[config.mk]
export PLATFORM = sky130hd
export DESIGN_NAME = gpio_port_regs
export DESIGN_NICKNAME = d
export VERILOG_FILES = /design/src/verilog/gpio_types_pkg.sv /design/src/verilog/sync2_bits.sv /design/src/verilog/avmm_wait_ack.sv /design/src/verilog/gpio_port_regs.sv
export VERILOG_INCLUDE_DIRS = /design/src /design/src/verilog
export SDC_FILE = /design/constraint.sdc
export NUM_CORES = 1
export LEC_CHECK = 0
export BUFFER_PORTS_ARGS = -buffer_cell sky130_fd_sc_hd__buf_2
export CAP_MARGIN = 0
export CORE_MARGIN = 2
export CORE_UTILIZATION = 28
export CTS_CLUSTER_SIZE = 40
export DETAILED_ROUTE_END_ITERATION = 8
export SLEW_MARGIN = 20
export SYNTH_ARGS = -nofsm -noshare
export SYNTH_HDL_FRONTEND = slang
export SYNTH_SLANG_ARGS = --single-unit
[constraint.sdc]
create_clock -name clk_in -period 1.8 [get_ports clk_in]
set_clock_uncertainty 0.05 [all_clocks]
set_input_delay 0.36 -clock clk_in [delete_from_list [all_inputs] [get_ports clk_in]]
set_output_delay 0.36 -clock clk_in [all_outputs]
set_load 0.1 [all_outputs]
[src/verilog/gpio_params.svh]
// Purpose: Register offsets, field positions and reset values for the
//          two-port pin block.
// Assumes: Offsets are register indices; byte address is four times these.
// Notes:   Definitions only.
`ifndef GPIO_PARAMS_SVH
`define GPIO_PARAMS_SVH

// ----------------------------------------------------------------------
// Register indices
// ----------------------------------------------------------------------
`define P4_DIR_IDX 20'hE_E003
`define P4_DATA_IDX 20'hF_FFD3
`define P4_PULLUP_IDX 20'hE_E03E
`define P6_DIR_IDX 20'hE_E005
`define P6_DATA_IDX 20'hF_FFD5
`define CTRL_IDX 20'hE_E0F0

// ----------------------------------------------------------------------
// Field positions
// ----------------------------------------------------------------------
`define CTRL_WIDE_BIT 0
`define CTRL_STOP_BIT 1
`define P6_FIXED_BIT 7

// ----------------------------------------------------------------------
// Reset values and read constants
// ----------------------------------------------------------------------
`define P4_DIR_RST 8'h00
`define P4_DATA_RST 8'h00
`define P4_PULLUP_RST 8'h00
`define P6_DIR_RST 8'h80
`define P6_DATA_RST 8'h80
`define WO_READ_VAL 8'hFF

`endif

[src/verilog/gpio_types_pkg.sv]
// Purpose: Shared types of the two-port pin block.
// Assumes: Nothing.
// Notes:   Used by scoped name only.
package gpio_types_pkg;

  typedef enum logic [2:0] {
    SEL_NONE,
    SEL_P4_DIR,
    SEL_P4_DATA,
    SEL_P4_PULLUP,
    SEL_P6_DIR,
    SEL_P6_DATA,
    SEL_CTRL
  } reg_sel_t;

endpackage

[src/verilog/sync2_bits.sv]
// Purpose: Two-flop synchroniser for a group of independent levels.
// Assumes: Each bit is an unrelated level; no bus coherence.
// Notes:   First stage is read only by the second stage.
`timescale 1ns/1ps
module sync2_bits #(
  parameter int WIDTH = 1
) (
  input wire logic clk_in,
  input wire logic resetn_in,
  input wire logic [WIDTH-1:0] async_in,
  output logic [WIDTH-1:0] sync_out
);

  logic [WIDTH-1:0] stage1_q;
  logic [WIDTH-1:0] stage2_q;

  always_ff @(posedge clk_in or negedge resetn_in)
  begin
    if (!resetn_in)
    begin
      stage1_q <= '0;
      stage2_q <= '0;
    end
    else
    begin
      stage1_q <= async_in;
      stage2_q <= stage1_q;
    end
  end

  assign sync_out = stage2_q;

endmodule

[src/verilog/avmm_wait_ack.sv]
// Purpose: Avalon-MM waitrequest pacing, one wait state per access.
// Assumes: Master holds the request until it sees waitrequest low.
// Notes:   prepare_out marks the cycle to capture read data.
`timescale 1ns/1ps
module avmm_wait_ack (
  input wire logic clk_in,
  input wire logic resetn_in,
  input wire logic request_in,
  output logic waitrequest_out,
  output logic prepare_out,
  output logic accept_out
);

  logic wait_q;
  logic wait_d;

  assign prepare_out = request_in & wait_q;
  assign accept_out = request_in & ~wait_q;
  // Back to waiting after each accept, so every access costs one wait
  assign wait_d = ~prepare_out;

  always_ff @(posedge clk_in or negedge resetn_in)
  begin
    if (!resetn_in)
      wait_q <= 1'b1;
    else
      wait_q <= wait_d;
  end

  assign waitrequest_out = wait_q;

endmodule

[src/verilog/gpio_port_regs.sv]
// Purpose: Register file and pin control of an 8-bit port with pull-ups
//          and a 4-pin port with a clock output pin, on Avalon-MM.
// Assumes: Pin inputs and hw standby are asynchronous levels.
// Notes:   Every pin output comes from a flop.
`timescale 1ns/1ps
`include "gpio_params.svh"
module gpio_port_regs (
  input wire logic clk_in,
  input wire logic resetn_in,
  input wire logic [21:0] avs_address_in,
  input wire logic avs_read_in,
  input wire logic avs_write_in,
  input wire logic [31:0] avs_writedata_in,
  input wire logic [3:0] avs_byteenable_in,
  output logic [31:0] avs_readdata_out,
  output logic avs_waitrequest_out,
  input wire logic hw_standby_in,
  input wire logic [7:0] p4_pin_in,
  output logic [7:0] p4_pin_out,
  output logic [7:0] p4_pin_oe_n_out,
  output logic [7:0] p4_pullup_on_out,
  output logic p4_data_bus_mode_out,
  input wire logic [3:0] p6_pin_in,
  output logic [3:0] p6_pin_out,
  output logic [3:0] p6_pin_oe_n_out
);

  // --------------------------------------------------------------------
  // Helpers
  // --------------------------------------------------------------------
  // Per bit: stored value where direction is 1, else the alternate
  function automatic logic [7:0] dir_mix(input logic [7:0] stored,
                                          input logic [7:0] alt,
                                          input logic [7:0] dir);
    dir_mix = (dir & stored) | (~dir & alt);
  endfunction

  // --------------------------------------------------------------------
  // Input synchronisers
  // --------------------------------------------------------------------
  logic [12:0] sync_bus;
  logic [7:0] p4_pin_s;
  logic [3:0] p6_pin_s;
  logic hw_stby_s;

  sync2_bits #(
    .WIDTH(13)
  ) u_sync (
    .clk_in(clk_in),
    .resetn_in(resetn_in),
    .async_in({hw_standby_in, p6_pin_in, p4_pin_in}),
    .sync_out(sync_bus)
  );

  assign p4_pin_s = sync_bus[7:0];
  assign p6_pin_s = sync_bus[11:8];
  assign hw_stby_s = sync_bus[12];

  // --------------------------------------------------------------------
  // Bus handshake and decode
  // --------------------------------------------------------------------
  logic prepare;
  logic accept;
  logic wr_take;
  gpio_types_pkg::reg_sel_t sel;

  avmm_wait_ack u_ack (
    .clk_in(clk_in),
    .resetn_in(resetn_in),
    .request_in(avs_read_in | avs_write_in),
    .waitrequest_out(avs_waitrequest_out),
    .prepare_out(prepare),
    .accept_out(accept)
  );

  assign sel =
    (avs_address_in == {`P4_DIR_IDX, 2'b00}) ?
      gpio_types_pkg::SEL_P4_DIR :
    (avs_address_in == {`P4_DATA_IDX, 2'b00}) ?
      gpio_types_pkg::SEL_P4_DATA :
    (avs_address_in == {`P4_PULLUP_IDX, 2'b00}) ?
      gpio_types_pkg::SEL_P4_PULLUP :
    (avs_address_in == {`P6_DIR_IDX, 2'b00}) ?
      gpio_types_pkg::SEL_P6_DIR :
    (avs_address_in == {`P6_DATA_IDX, 2'b00}) ?
      gpio_types_pkg::SEL_P6_DATA :
    (avs_address_in == {`CTRL_IDX, 2'b00}) ?
      gpio_types_pkg::SEL_CTRL :
      gpio_types_pkg::SEL_NONE;

  // Only the low byte lane holds register bits
  assign wr_take = accept & avs_write_in & avs_byteenable_in[0];

  logic [7:0] wbyte;
  logic wr_p4_dir;
  logic wr_p4_data;
  logic wr_p4_pullup;
  logic wr_p6_dir;
  logic wr_p6_data;
  logic wr_ctrl;

  assign wbyte = avs_writedata_in[7:0];
  assign wr_p4_dir = wr_take & (sel == gpio_types_pkg::SEL_P4_DIR);
  assign wr_p4_data = wr_take & (sel == gpio_types_pkg::SEL_P4_DATA);
  assign wr_p4_pullup = wr_take & (sel == gpio_types_pkg::SEL_P4_PULLUP);
  assign wr_p6_dir = wr_take & (sel == gpio_types_pkg::SEL_P6_DIR);
  assign wr_p6_data = wr_take & (sel == gpio_types_pkg::SEL_P6_DATA);
  assign wr_ctrl = wr_take & (sel == gpio_types_pkg::SEL_CTRL);

  // --------------------------------------------------------------------
  // Registers
  // --------------------------------------------------------------------
  logic [7:0] p4_dir_q, p4_dir_d;
  logic [7:0] p4_data_q, p4_data_d;
  logic [7:0] p4_pullup_q, p4_pullup_d;
  logic [7:0] p6_dir_q, p6_dir_d;
  logic [7:0] p6_data_q, p6_data_d;
  logic wide_q, wide_d;
  logic stop_q, stop_d;

  // Hw standby clears like reset; sw standby needs nothing: state is held
  assign p4_dir_d = hw_stby_s ? `P4_DIR_RST :
                    wr_p4_dir ? wbyte : p4_dir_q;
  assign p4_data_d = hw_stby_s ? `P4_DATA_RST :
                     wr_p4_data ? wbyte : p4_data_q;
  assign p4_pullup_d = hw_stby_s ? `P4_PULLUP_RST :
                       wr_p4_pullup ? wbyte : p4_pullup_q;
  // Bit 7 forced high; bits 6..3 kept for data readback
  assign p6_dir_d = hw_stby_s ? `P6_DIR_RST :
                    wr_p6_dir ? {1'b1, wbyte[6:0]} :
                    p6_dir_q;
  assign p6_data_d = hw_stby_s ? `P6_DATA_RST :
                     wr_p6_data ? {1'b1, wbyte[6:0]} :
                     p6_data_q;
  assign wide_d = hw_stby_s ? 1'b0 :
                  wr_ctrl ? wbyte[`CTRL_WIDE_BIT] : wide_q;
  assign stop_d = hw_stby_s ? 1'b0 :
                  wr_ctrl ? wbyte[`CTRL_STOP_BIT] : stop_q;

  always_ff @(posedge clk_in or negedge resetn_in)
  begin
    if (!resetn_in)
    begin
      p4_dir_q <= `P4_DIR_RST;
      p4_data_q <= `P4_DATA_RST;
      p4_pullup_q <= `P4_PULLUP_RST;
      p6_dir_q <= `P6_DIR_RST;
      p6_data_q <= `P6_DATA_RST;
      wide_q <= 1'b0;
      stop_q <= 1'b0;
    end
    else
    begin
      p4_dir_q <= p4_dir_d;
      p4_data_q <= p4_data_d;
      p4_pullup_q <= p4_pullup_d;
      p6_dir_q <= p6_dir_d;
      p6_data_q <= p6_data_d;
      wide_q <= wide_d;
      stop_q <= stop_d;
    end
  end

  // --------------------------------------------------------------------
  // Read path
  // --------------------------------------------------------------------
  logic [7:0] p4_rd;
  logic [7:0] p6_low_rd;
  logic [7:0] p6_rd;
  logic [7:0] ctrl_rd;
  logic [7:0] rd_byte;
  logic [31:0] readdata_q, readdata_d;

  assign p4_rd = dir_mix(p4_data_q, p4_pin_s, p4_dir_q);
  // Bits 6..3 have no pin: read 0 when direction is 0
  assign p6_low_rd = dir_mix(p6_data_q, {5'b0_0000, p6_pin_s[2:0]},
                             p6_dir_q);
  assign p6_rd = {stop_q ? p6_pin_s[3] : 1'b1, p6_low_rd[6:0]};
  assign ctrl_rd = {6'b00_0000, stop_q, wide_q};
  assign rd_byte =
    (sel == gpio_types_pkg::SEL_P4_DIR) ? `WO_READ_VAL :
    (sel == gpio_types_pkg::SEL_P4_DATA) ? p4_rd :
    (sel == gpio_types_pkg::SEL_P4_PULLUP) ? p4_pullup_q :
    (sel == gpio_types_pkg::SEL_P6_DIR) ? `WO_READ_VAL :
    (sel == gpio_types_pkg::SEL_P6_DATA) ? p6_rd :
    (sel == gpio_types_pkg::SEL_CTRL) ? ctrl_rd : 8'h00;
  assign readdata_d = (prepare & avs_read_in) ?
                      {24'h00_0000, rd_byte} : readdata_q;

  always_ff @(posedge clk_in or negedge resetn_in)
  begin
    if (!resetn_in)
      readdata_q <= 32'h0000_0000;
    else
      readdata_q <= readdata_d;
  end

  assign avs_readdata_out = readdata_q;

  // --------------------------------------------------------------------
  // Pin drivers
  // --------------------------------------------------------------------
  // One register stage after the control registers, so a write shows
  // at the pins one edge after it is taken; outputs stay glitch free.
  logic release4;
  logic [7:0] p4_oe_n_q, p4_oe_n_d;
  logic [7:0] p4_out_q;
  logic [7:0] pullup_q, pullup_d;
  logic bus_mode_q;
  logic [3:0] p6_oe_n_q, p6_oe_n_d;
  logic [3:0] p6_out_q, p6_out_d;

  // Wide bus mode: port4 belongs to the external data bus
  assign release4 = hw_stby_s | wide_q;
  assign p4_oe_n_d = release4 ? 8'hFF : ~p4_dir_q;
  assign pullup_d = release4 ? 8'h00 :
                    ~p4_dir_q & p4_pullup_q;

  // Low pins: direction selects drive, data register gives the level
  genvar gi;
  generate
    for (gi = 0; gi < 3; gi++)
    begin : g_p6_low
      assign p6_oe_n_d[gi] = hw_stby_s | ~p6_dir_q[gi];
      assign p6_out_d[gi] = p6_data_q[gi];
    end
  endgenerate

  // Top pin: divided system clock out unless stopped
  assign p6_oe_n_d[3] = hw_stby_s | stop_q;
  assign p6_out_d[3] = ~p6_out_q[3];

  always_ff @(posedge clk_in or negedge resetn_in)
  begin
    if (!resetn_in)
    begin
      p4_oe_n_q <= 8'hFF;
      p4_out_q <= 8'h00;
      pullup_q <= 8'h00;
      bus_mode_q <= 1'b0;
      p6_oe_n_q <= 4'hF;
      p6_out_q <= 4'h0;
    end
    else
    begin
      p4_oe_n_q <= p4_oe_n_d;
      p4_out_q <= p4_data_q;
      pullup_q <= pullup_d;
      bus_mode_q <= wide_q;
      p6_oe_n_q <= p6_oe_n_d;
      p6_out_q <= p6_out_d;
    end
  end

  assign p4_pin_oe_n_out = p4_oe_n_q;
  assign p4_pin_out = p4_out_q;
  assign p4_pullup_on_out = pullup_q;
  assign p4_data_bus_mode_out = bus_mode_q;
  assign p6_pin_oe_n_out = p6_oe_n_q;
  assign p6_pin_out = p6_out_q;
endmodule

==> impl_metrics.csv, run 1 <==
group,metric,value,unit
drt,ant_nets,0,
timing,fin_crit_sh,96.38,%
final_layout,fillers,1516,
place,port_buffers,89,
power_and_ir_drop,peakVddDrop,457.0,uV
drt,routed.top_layer,"met4",
drt,drt-pass1-iter-count,4,
clocking,htree_levels,3,
power_and_ir_drop,total_power,5.326,mW
worst_hold_path,min_to,"u_sync.stage1_q[5]",
clocking,clock-root-buffer,"clkbuf_16",
global_route,grt.total_usage,13.43,%
die,die_area,16740,sq um
global_route,grt.overflow.total,0,
place,routabilityCongestion,0.8439,
synthesis,synth_cells,355,
die,floorplan.rows,45,
global_route,grt_pass1_vias,3175,
place,dp_cells,674,
clocking,cts_tree,"yes",
final_layout,final_util,36.88,%
worst_setup_path,endpoint_kind,"flop",
synthesis,yosysWarningCount,0,
final_layout,area_growth,27.86,%
drt,wire_per_inst,15.86,um
clocking,cts.sinks,108,
synthesis,synth_area_leaders,"dfrtp_1 (54%), mux2i_1 (8.6%), dfstp_2 (7.8%)",
final_layout,finalNonFillerCells,692,
final_layout,drive_gt1_share,36.80,%
synthesis,synth_top_cell_by_area,"dfrtp_1",
drt,drt_iter0_markers,217,
worst_setup_path,r2r-end,"p4_pullup_q[5]",
drt,met3_length,631,um
final_layout,nNetsFinal,551,
drt,dr_wl_met2,5.386,mm
synthesis,syn_avg_cell_area,12.40,sq um
place,hpwl,7.746,mm
timing,drv_slew,0,
timing,setup_viol,0,
global_route,antenna_found_initial,0,
synthesis,yosysUniqueCellTypes,41,
place,post-place-ws,-0.2762,ns
timing,fin_ws,0.06511,ns
synthesis,synth_seq_cells,108,
worst_setup_path,required,1.97,ns
drt,vias_per_cell,4.510,
worst_setup_path,cp.arrival,1.91,ns
die,dieHeight,129.4,um
global_route,grt_pass1_wl,17.03,mm
timing,max_freq,576.4,MHz
timing,finalHoldViolations,0,
synthesis,synth_top_flop_cell,"dfrtp_1",
power_and_ir_drop,power.density,946.6,nW/um^2
clocking,cts_buffer_depth,2,
outcome,outcome,"finished, final reports clean",
clocking,clk_latency,0.34,ns
synthesis,synth_edf_count,0,
timing,finalCriticalPeriod,1.735,ns
final_layout,diodes,0,
final_layout,final_cell_mix,"dfrtp_1 (95), buf_2 (87), nor2_1 (45), mux2i_1 (38), buf_4 (31)",
worst_hold_path,whs_path_depth,1,
synthesis,async_flop_share,100.0,%
worst_setup_path,rr_worst_depth,6,
drt,via_count,3121,
die,die_x,129.4,um
drt,totalWireLength,10.97,mm
worst_setup_path,crit-reg2reg-launch,"u_ack.waitrequest_out",
synthesis,synth_seq_area_share,61.79,%
timing,rsz0062_at_grt,"false",
clocking,cts.clk_slew.worst_paths,0.07,ns
power_and_ir_drop,p_leak,2.625,nW
drt,met1_length,4.866,mm
synthesis,yosysTopAreaCellShare,54.02,%
drt,drc_errors,0,
die,start_util,28.84,%
timing,timing.hold.ws,0.06436,ns
final_layout,final_common_cell,"dfrtp_1",
clocking,cts_buffers,9,
worst_setup_path,crit_type,"flop to flop",
worst_hold_path,hold_path_startpoint,"p4_pin_in[5]",
die,pin_count,141,
worst_setup_path,reg2reg_slack,0.07,ns
die,coreArea,15260,sq um
synthesis,synth_area,4400,sq um
worst_setup_path,crit_path_start_kind,"flop",
worst_setup_path,crit_fanout,8,
worst_hold_path,hold_class,"primary input to flop",
run,maxCapViolCount,0,
global_route,grt_start_max_net_pins,75,
critical path, stage by stage (launching register included):
cell	delay, ns
dfstp_4	0.49
nand3b_1	0.16
buf_4	0.17
nor4_4	0.31
buf_12	0.18
mux2i_1	0.20
nor2_1	0.05
synthesized netlist by cell type, drive strengths merged, types with 2 or more instances:
library cell,instances
or2,4
nor3b,9
a21oi,7
nand2,15
and2,2
o21ai,9
buf,26
dfrtp,95
nor4,7
o211ai,3
and3,2
nand2b,6
nor4b,2
nand4,6
clkbuf,12
mux2i,38
o2bb2ai,7
nand3,14
nor2,45
mux2,9
o31ai,4
a311oi,2
a31oi,4
nand4b,2
dfstp,13
worst max-delay path by stage:
stage | startpoint | endpoint | slack, ns | depth (start not counted)
finish | u_ack.waitrequest_out | p4_pullup_q[5] | 0.07 | 6
global route | u_ack.waitrequest_out | stop_q | 0.007 | 6
CTS | u_ack.waitrequest_out | p4_pullup_q[5] | 0.006 | 5
detailed placement | avs_address_in[14] | avs_readdata_out[3] | -0.28 | 9
global placement | avs_address_in[14] | avs_readdata_out[3] | -0.24 | 8
floorplan | u_ack.waitrequest_out | p4_pullup_q[0] | -0.12 | 4
state kept, by name (all words and copies together), names as in the netlist, 7 cells and up:
name,cells
p4_dir_q,8
avs_readdata_out,8
p4_pin_out,8
p6_dir_q,7
p6_data_q,7
p4_data_q,8
p4_pullup_on_out,8
u_sync.sync_out,13
p4_pin_oe_n_out,8
p4_pullup_q,8
u_sync.stage1_q,13
cell families (layout without fill, tap and decap cells):
logic type / after synthesis / after routing / synth area share, %
and+or+nand+nor: 121 / 121 / 15.78
AOI/OAI and AO/OA: 39 / 39 / 5.971
DFF: 108 / 108 / 61.79
muxes: 47 / 47 / 10.95
buffers and inverters: 39 / 142 / 5.431
other: 1 / 24 / 0.08522
area by class of cell:
cell class                      instances  area, sq um  area share, %
Tap cell                              211        264.0          4.692
Clock buffer                           10        229.0          4.069
Multi-Input combinational cell        231         1546          27.48
Clock inverter                          6        62.56          1.112
Timing Repair Buffer                  125        798.3          14.19
Sequential cell                       108         2723          48.39
Inverter                                1        3.754        0.06671
through the flow:
| step | setup TNS, ns | area, sq um |
|---|---|---|
| finish | 0 | 5627 |
| detailed placement | -8.022 | 5311 |
| CTS | 0 | 5613 |
| global placement | -6.633 | 5311 |
| floorplan | -2.230 | 4519 |
| global route | 0 | 5627 |
per-layer routing:
metal,GRT usage (%),vias up
met5,0,-
li1,-,1441
met2,21.86,93
met4,3.836,0
met3,3.468,9
met1,17.81,1578
timing repair:
action,4_1_cts,5_1_grt
hold buffers,1,0
buffers inserted,0,1
endpoints found under the setup margin,0,20
hold endpoints to repair,7,0
resized for setup,0,1
where the power goes:
part	total [mW]	switching, mW	internal (mW)
Sequential	2.53	0.0366	2.50
Combinational	0.852	0.687	0.165
Clock	1.94	0.859	1.08
Total	5.33	1.58	3.74
No activity file was read; power rests on OpenSTA's default activity.
==> run 2: changes to the inputs <==
CORE_UTILIZATION = 51   (was 28)
PLACE_DENSITY = 0.91   (was not set)
==> run 2 against run 1 <==
  * Core utilization grew 28 points
  * Clock-buffer cell count shrank 1
  * Maximum frequency increased by 0.17%
  * Via count up 2.0%
  * Wire length shrank 13%
  * Cell count shrank 16%
  * Cell area fell by 4.5%
  * Combinational power down 1%
  * Register-to-register slack gained 0.03 ns
  * Critical path depth decreased by 5
  * Setup slack improved by 0.0029 ns
  * Critical path type is now flop to primary output
  * Critical endpoint is now p4_pin_oe_n_out[6]
  * Largest cell class unchanged
==> impl_metrics.csv, run 2 (synthesis results as in run 1) <==
group,metric,value,unit
outcome,outcome,"finished, final reports clean",
worst_setup_path,required,1.39,ns
die,dieHeight,96.89,um
clocking,cts_buffer_depth,2,
worst_hold_path,hold_class,"primary input to flop",
timing,fin_crit_sh,96.22,%
global_route,antenna_found_initial,0,
die,start_util,53.02,%
final_layout,final_util,64.72,%
power_and_ir_drop,p_leak,2.561,nW
global_route,grt.total_usage,20.77,%
timing,setup_viol,0,
worst_setup_path,crit_family,"flip-flops",
power_and_ir_drop,total_power,4.909,mW
clocking,cts_buffers,9,
timing,finalHoldViolations,0,
clocking,htree_levels,3,
power_and_ir_drop,peakVddDrop,613.4,uV
global_route,grt_pass1_wl,15.66,mm
die,die_area,9388,sq um
final_layout,area_growth,22.06,%
timing,rsz0062_at_grt,"false",
clocking,cts.sinks,108,
clocking,clk_latency,0.37,ns
drt,drc_errors,0,
place,routabilityCongestion,0.9404,
timing,setup_tns,0,ns
worst_setup_path,crit_path_start_kind,"flop",
final_layout,final_common_cell,"dfrtp_1",
drt,drt-pass1-iter-count,4,
die,die_x,96.89,um
place,hpwl,6.905,mm
global_route,grt_start_max_net_pins,48,
clocking,clock-root-buffer,"clkbuf_8",
worst_setup_path,critPathBufInv,1,
timing,worstMarginPinSlew,0.5144,ns
timing,finalCriticalPeriod,1.732,ns
global_route,grt.overflow.total,0,
worst_setup_path,cp.arrival,1.32,ns
timing,max_freq,577.4,MHz
drt,vias_per_cell,5.469,
final_layout,final_cell_mix,"dfrtp_1 (95), buf_2 (87), nor2_1 (45), mux2i_1 (38), buf_4 (28)",
drt,via_count,3183,
final_layout,finalInstanceArea,5371,sq um
drt,totalWireLength,9.520,mm
drt,ant_nets,0,
die,pin_count,141,
global_route,grt_pass1_vias,3221,
worst_setup_path,crit_type,"flop to primary output",
timing,slew_headroom,65.94,%
die,coreArea,8299,sq um
place,port_buffers,89,
worst_setup_path,crit_fanout,1,
drt,wire_per_inst,16.36,um
run,maxCapViolCount,0,
power_and_ir_drop,power.density,914.0,nW/um^2
worst_setup_path,cp_slowest_cell,"dfstp_2",
worst_setup_path,crit_chain,"buf_2",
worst_setup_path,crit_path_max_incr_delay,0.54,ns
die,floorplan.rows,33,
timing,drv_slew,0,
place,placed_area,5136,sq um
clocking,cts_tree,"yes",
final_layout,diodes,0,
final_layout,drive_gt1_share,36.27,%
final_layout,nNetsFinal,547,
drt,drt_iter0_markers,202,
clocking,cts.clk_slew.worst_paths,0.11,ns
final_layout,fillers,637,
worst_setup_path,endpoint_kind,"primary output",
[run 2: cell types whose count changed in the layout (fill, tap and decap cells not counted), moves of 3 or more]
| cell | before | now |
|---|---|---|
| clkbuf_8 | 0 | 9 |
| buf_4 | 31 | 28 |
| clkbuf_16 | 9 | 0 |
| clkinv_2 | 3 | 0 |
[run 2: routing by layer]
metal | up-vias | global-route usage [%] | wire length [um]
met5 | - | 0 | 0
met4 | 0 | 7.042 | 189
met2 | 149 | 34.03 | 4739
met3 | 21 | 5.780 | 623
met1 | 1573 | 26.81 | 3969
li1 | 1440 | - | -
[run 2: where the power goes]
group | total, mW | switching, mW | internal (mW)
logic | 0.843 | 0.684 | 0.159
registers | 2.53 | 0.0345 | 2.49
clock network | 1.54 | 0.857 | 0.679
total | 4.91 | 1.58 | 3.33
[run 2: final cells by class]
type,instances,area [sq um],share of cell area (%)
clock inverters,7,91.34,1.700
multi-input cells,231,1543,28.72
inverters,1,3.754,0.06988
clock buffers,9,123.9,2.306
well taps,105,131.4,2.446
flip-flops and latches,108,2723,50.69
repair buffers,121,755.7,14.07
[run 2: final timing paths]
kind                                  startpoint             endpoint  slack [ns]  depth (start not counted)
setup / recovery              p4_pin_oe_n_out[6]   p4_pin_oe_n_out[6]        0.07                          1
hold / removal                      p4_pin_in[6]   u_sync.stage1_q[6]        0.03                          1
setup reg to reg           u_ack.waitrequest_out          p6_dir_q[2]        0.10                          4
hold reg to reg              u_sync.stage1_q[10]  u_sync.sync_out[10]        0.31                          0
max in group asynchronous              resetn_in   p4_pin_oe_n_out[1]        0.69                          3
min in group asynchronous              resetn_in  u_sync.sync_out[12]        0.39                          2
[run 2: stage by stage]
| step | hold slack (ns) | std cells | setup WS (ns) |
|---|---|---|---|
| global placement | 0.2422 | 564 | -0.1980 |
| finish | 0.03405 | 582 | 0.06802 |
| global route | 0.004939 | 582 | 0.005356 |
| CTS | 0.01937 | 582 | 0.04413 |
| floorplan | 0.01441 | 378 | -0.1213 |
| detailed placement | 0.2511 | 564 | -0.2887 |
[run 2: repair_timing]
action	in CTS	in global routing
hold buffers	1	0
pin swaps	0	2
gates resized for setup	0	1
buffers inserted	1	0
endpoints found under the hold margin	19	0
gates cloned	0	0
setup endpoints to repair	11	8
==> run 3: changes to the inputs <==
CAP_MARGIN = 10   (was 0)
CORE_UTILIZATION = 50   (was 51)
PLACE_DENSITY = 0.9   (was 0.91)
SYNTH_HIERARCHICAL = 1   (was not set)
==> run 3 against run 2 <==
  * The flow now finishes with violations (negative hold slack, negative setup slack)
  * Area after synthesis shrank 1.3%
  * Flip-flop and latch count unchanged
  * Maximum frequency is 8.0% lower
  * Power decreased by 1.0%
==> impl_metrics.csv, run 3 <==
group,metric,value,unit
timing,timing.hold.ws,-0.04358,ns
synthesis,synth_edf_count,0,
timing,rsz0062_at_grt,"true",
power_and_ir_drop,power.density,877.7,nW/um^2
synthesis,yosysTopAreaCellShare,54.71,%
drt,ant_nets,0,
place,post-place-ws,-0.3084,ns
final_layout,diodes,0,
outcome,violations,"negative hold slack, negative setup slack",
timing,finalCriticalPeriod,1.884,ns
synthesis,synth_area_leaders,"dfrtp_1 (55%), mux2i_1 (9.0%), dfstp_2 (7.9%)",
outcome,outcome,"finished with violations",
global_route,grt.total_usage,21.98,%
worst_setup_path,crit_path_max_incr_delay,0.48,ns
run,maxCapViolCount,0,
final_layout,multi_input_area,1585,sq um
die,dieHeight,97.23,um
synthesis,synth_cells,354,
global_route,grt.overflow.total,0,
final_layout,fillers,647,
timing,setup_viol,15,
clocking,cts_buffers,9,
die,coreArea,8593,sq um
place,routabilityCongestion,0.8804,
final_layout,nNetsFinal,567,
clocking,cts.clk_slew.worst_paths,0.10,ns
clocking,cts.sinks,108,
synthesis,synth_top_cell_by_area,"dfrtp_1",
worst_setup_path,cp_slowest_cell,"dfstp_4",
timing,worstMarginPinSlew,0.7891,ns
synthesis,synth_seq_cells,108,
worst_setup_path,crit_path_start_kind,"flop",
drt,drt_iter0_markers,351,
final_layout,area_growth,27.41,%
synthesis,synth.most_common_cell,"dfrtp_1",
worst_hold_path,hold_class,"primary input to asynchronous set/reset pin",
clocking,htree_levels,3,
synthesis,syn_avg_cell_area,12.28,sq um
final_layout,ff_latch_area,2723,sq um
die,die_x,97.23,um
die,pin_count,141,
worst_setup_path,crit_type,"flop to flop",
power_and_ir_drop,peakVddDrop,449.5,uV
timing,finalHoldViolations,18,
die,die_area,9453,sq um
drt,drt-pass1-iter-count,5,
synthesis,synth_area,4345,sq um
power_and_ir_drop,p_leak,2.552,nW
timing,drv_slew,0,
clocking,cts_buffer_depth,2,
die,start_util,50.57,%
clocking,clock-root-buffer,"clkbuf_8",
timing,fin_crit_sh,104.6,%
global_route,grt_pass1_wl,16.37,mm
place,port_buffers,89,
worst_setup_path,cp.arrival,2.08,ns
clocking,clk_latency,0.38,ns
global_route,antenna_found_initial,0,
synthesis,synth_seq_area_share,62.57,%
synthesis,yosysWarningCount,6,
worst_setup_path,endpoint_kind,"flop",
timing,setup_tns,-0.5179,ns
drt,via_count,3279,
drt,drc_errors,0,
drt,wire_per_inst,16.68,um
final_layout,drive_gt1_share,39.44,%
timing,fin_ws,-0.08355,ns
drt,vias_per_cell,5.420,
synthesis,yosysUniqueCellTypes,43,
clocking,cts_hold_buf,0,
final_layout,final_cell_mix,"dfrtp_1 (95), buf_2 (87), buf_4 (43), mux2i_1 (38), nor2_1 (36)",
worst_setup_path,crit_chain,"and2b_2 > nand3_4 > nor4_4 > buf_6 > mux2i_1 > nor2_1",
power_and_ir_drop,total_power,4.859,mW
global_route,grt_start_max_net_pins,109,
global_route,grt_pass1_vias,3323,
die,floorplan.rows,34,
timing,slew_headroom,47.20,%
final_layout,final_common_cell,"dfrtp_1",
clocking,cts_tree,"yes",
worst_setup_path,crit_fanout,7,
synthesis,async_flop_share,100.0,%
timing,max_freq,530.9,MHz
worst_setup_path,required,2.00,ns
place,hpwl,6.819,mm
synthesis,synth_top_flop_cell,"dfrtp_1",
drt,totalWireLength,10.09,mm
synthesis,ys_top_cells_by_count,"dfrtp_1 (95), mux2i_1 (39), nor2_1 (36), buf_4 (24), nand2_1 (23)",
==> run 3: changes by cell type after synthesis, sizes merged, moves of 3 or more <==
cell     change
nor3         +9
nand2        +8
o22ai        +8
o211ai       -3
o2bb2ai      -7
mux2         -8
a211oi       +3
nor2         -9
o21ai       +15
o31ai        -4
nand3       -12
==> run 3: worst paths after layout <==
check                                 startpoint             endpoint  slack, ns  cells past startpoint
min in group clk_in                 p4_pin_in[3]   u_sync/stage1_q[3]       0.03                      1
hold reg to reg              u_sync/stage1_q[12]  u_sync/sync_out[12]       0.31                      0
max in group asynchronous              resetn_in   p6_pin_oe_n_out[3]       1.29                      2
setup reg to reg           u_ack/waitrequest_out          p6_dir_q[6]      -0.08                      6
setup / recovery           u_ack/waitrequest_out          p6_dir_q[6]      -0.08                      6
hold / removal                         resetn_in          p4_dir_q[7]      -0.04                      2
==> run 3: final cells by class <==
cell class / count / share of cell area [%]
Timing Repair Buffer: 139 / 16.16
Multi-Input combinational cell: 233 / 28.63
Sequential cell: 108 / 49.18
Clock buffer: 11 / 2.734
Clock inverter: 5 / 0.7910
Inverter: 1 / 0.06780
Tap cell: 108 / 2.441
==> run 3: cell families after synthesis <==
logic type,after synthesis,share of synthesized area (%)
AOI/OAI and AO/OA,52,6.968
muxes,40,9.243
buffers and inverters,36,5.356
DFF,108,62.57
other,1,0.08630
and+or+nand+nor,117,15.78
==> run 3: critical path: cells and delay by family, from the launching register on <==
kind	cells	cell delay, ns
and+or+nand+nor	4	0.83
DFF	1	0.48
buffers and inverters	1	0.18
muxes	1	0.21
==> run 3: what timing repair did <==
action | in CTS | in global routing
gates resized for setup | 5 | 10
setup buffers | 3 | 3
pin swaps | 2 | 4
endpoints found under the setup margin | 34 | 47
==> run 3: routing by layer <==
| metal | vias up | share of wire (%) | wire length, um | global-route usage, % |
|---|---|---|---|---|
| li1 | 1473 | - | - | - |
| met1 | 1629 | 39 | 3904 | 28.88 |
| met2 | 155 | 50 | 5075 | 35.42 |
| met3 | 22 | 8.7 | 882 | 6.115 |
| met4 | 0 | 2.3 | 228 | 7.906 |
| met5 | - | 0 | 0 | 0 |
==> run 3: report_power, final <==
group,switching [mW],total [mW],internal (mW)
Combinational,0.724,0.900,0.176
Clock,0.833,1.43,0.593
Sequential,0.0346,2.53,2.50
Total,1.59,4.86,3.27
==> run 3: per-stage QoR <==
| stage | instances | hold slack (ns) | instance area, sq um | util (%) |
|---|---|---|---|---|
| 4_1_cts | 604 | 0.01890 | 5499 | 63.99 |
| 3_3_place_gp | 585 | 0.2849 | 5261 | 61.23 |
| 3_5_place_dp | 585 | 0.2847 | 5261 | 61.23 |
| 6_report | 605 | -0.04358 | 5537 | 64.43 |
| 5_1_grt | 605 | 0.009313 | 5537 | 64.43 |
| 2_1_floorplan | 377 | 0.01441 | 4531 | - |
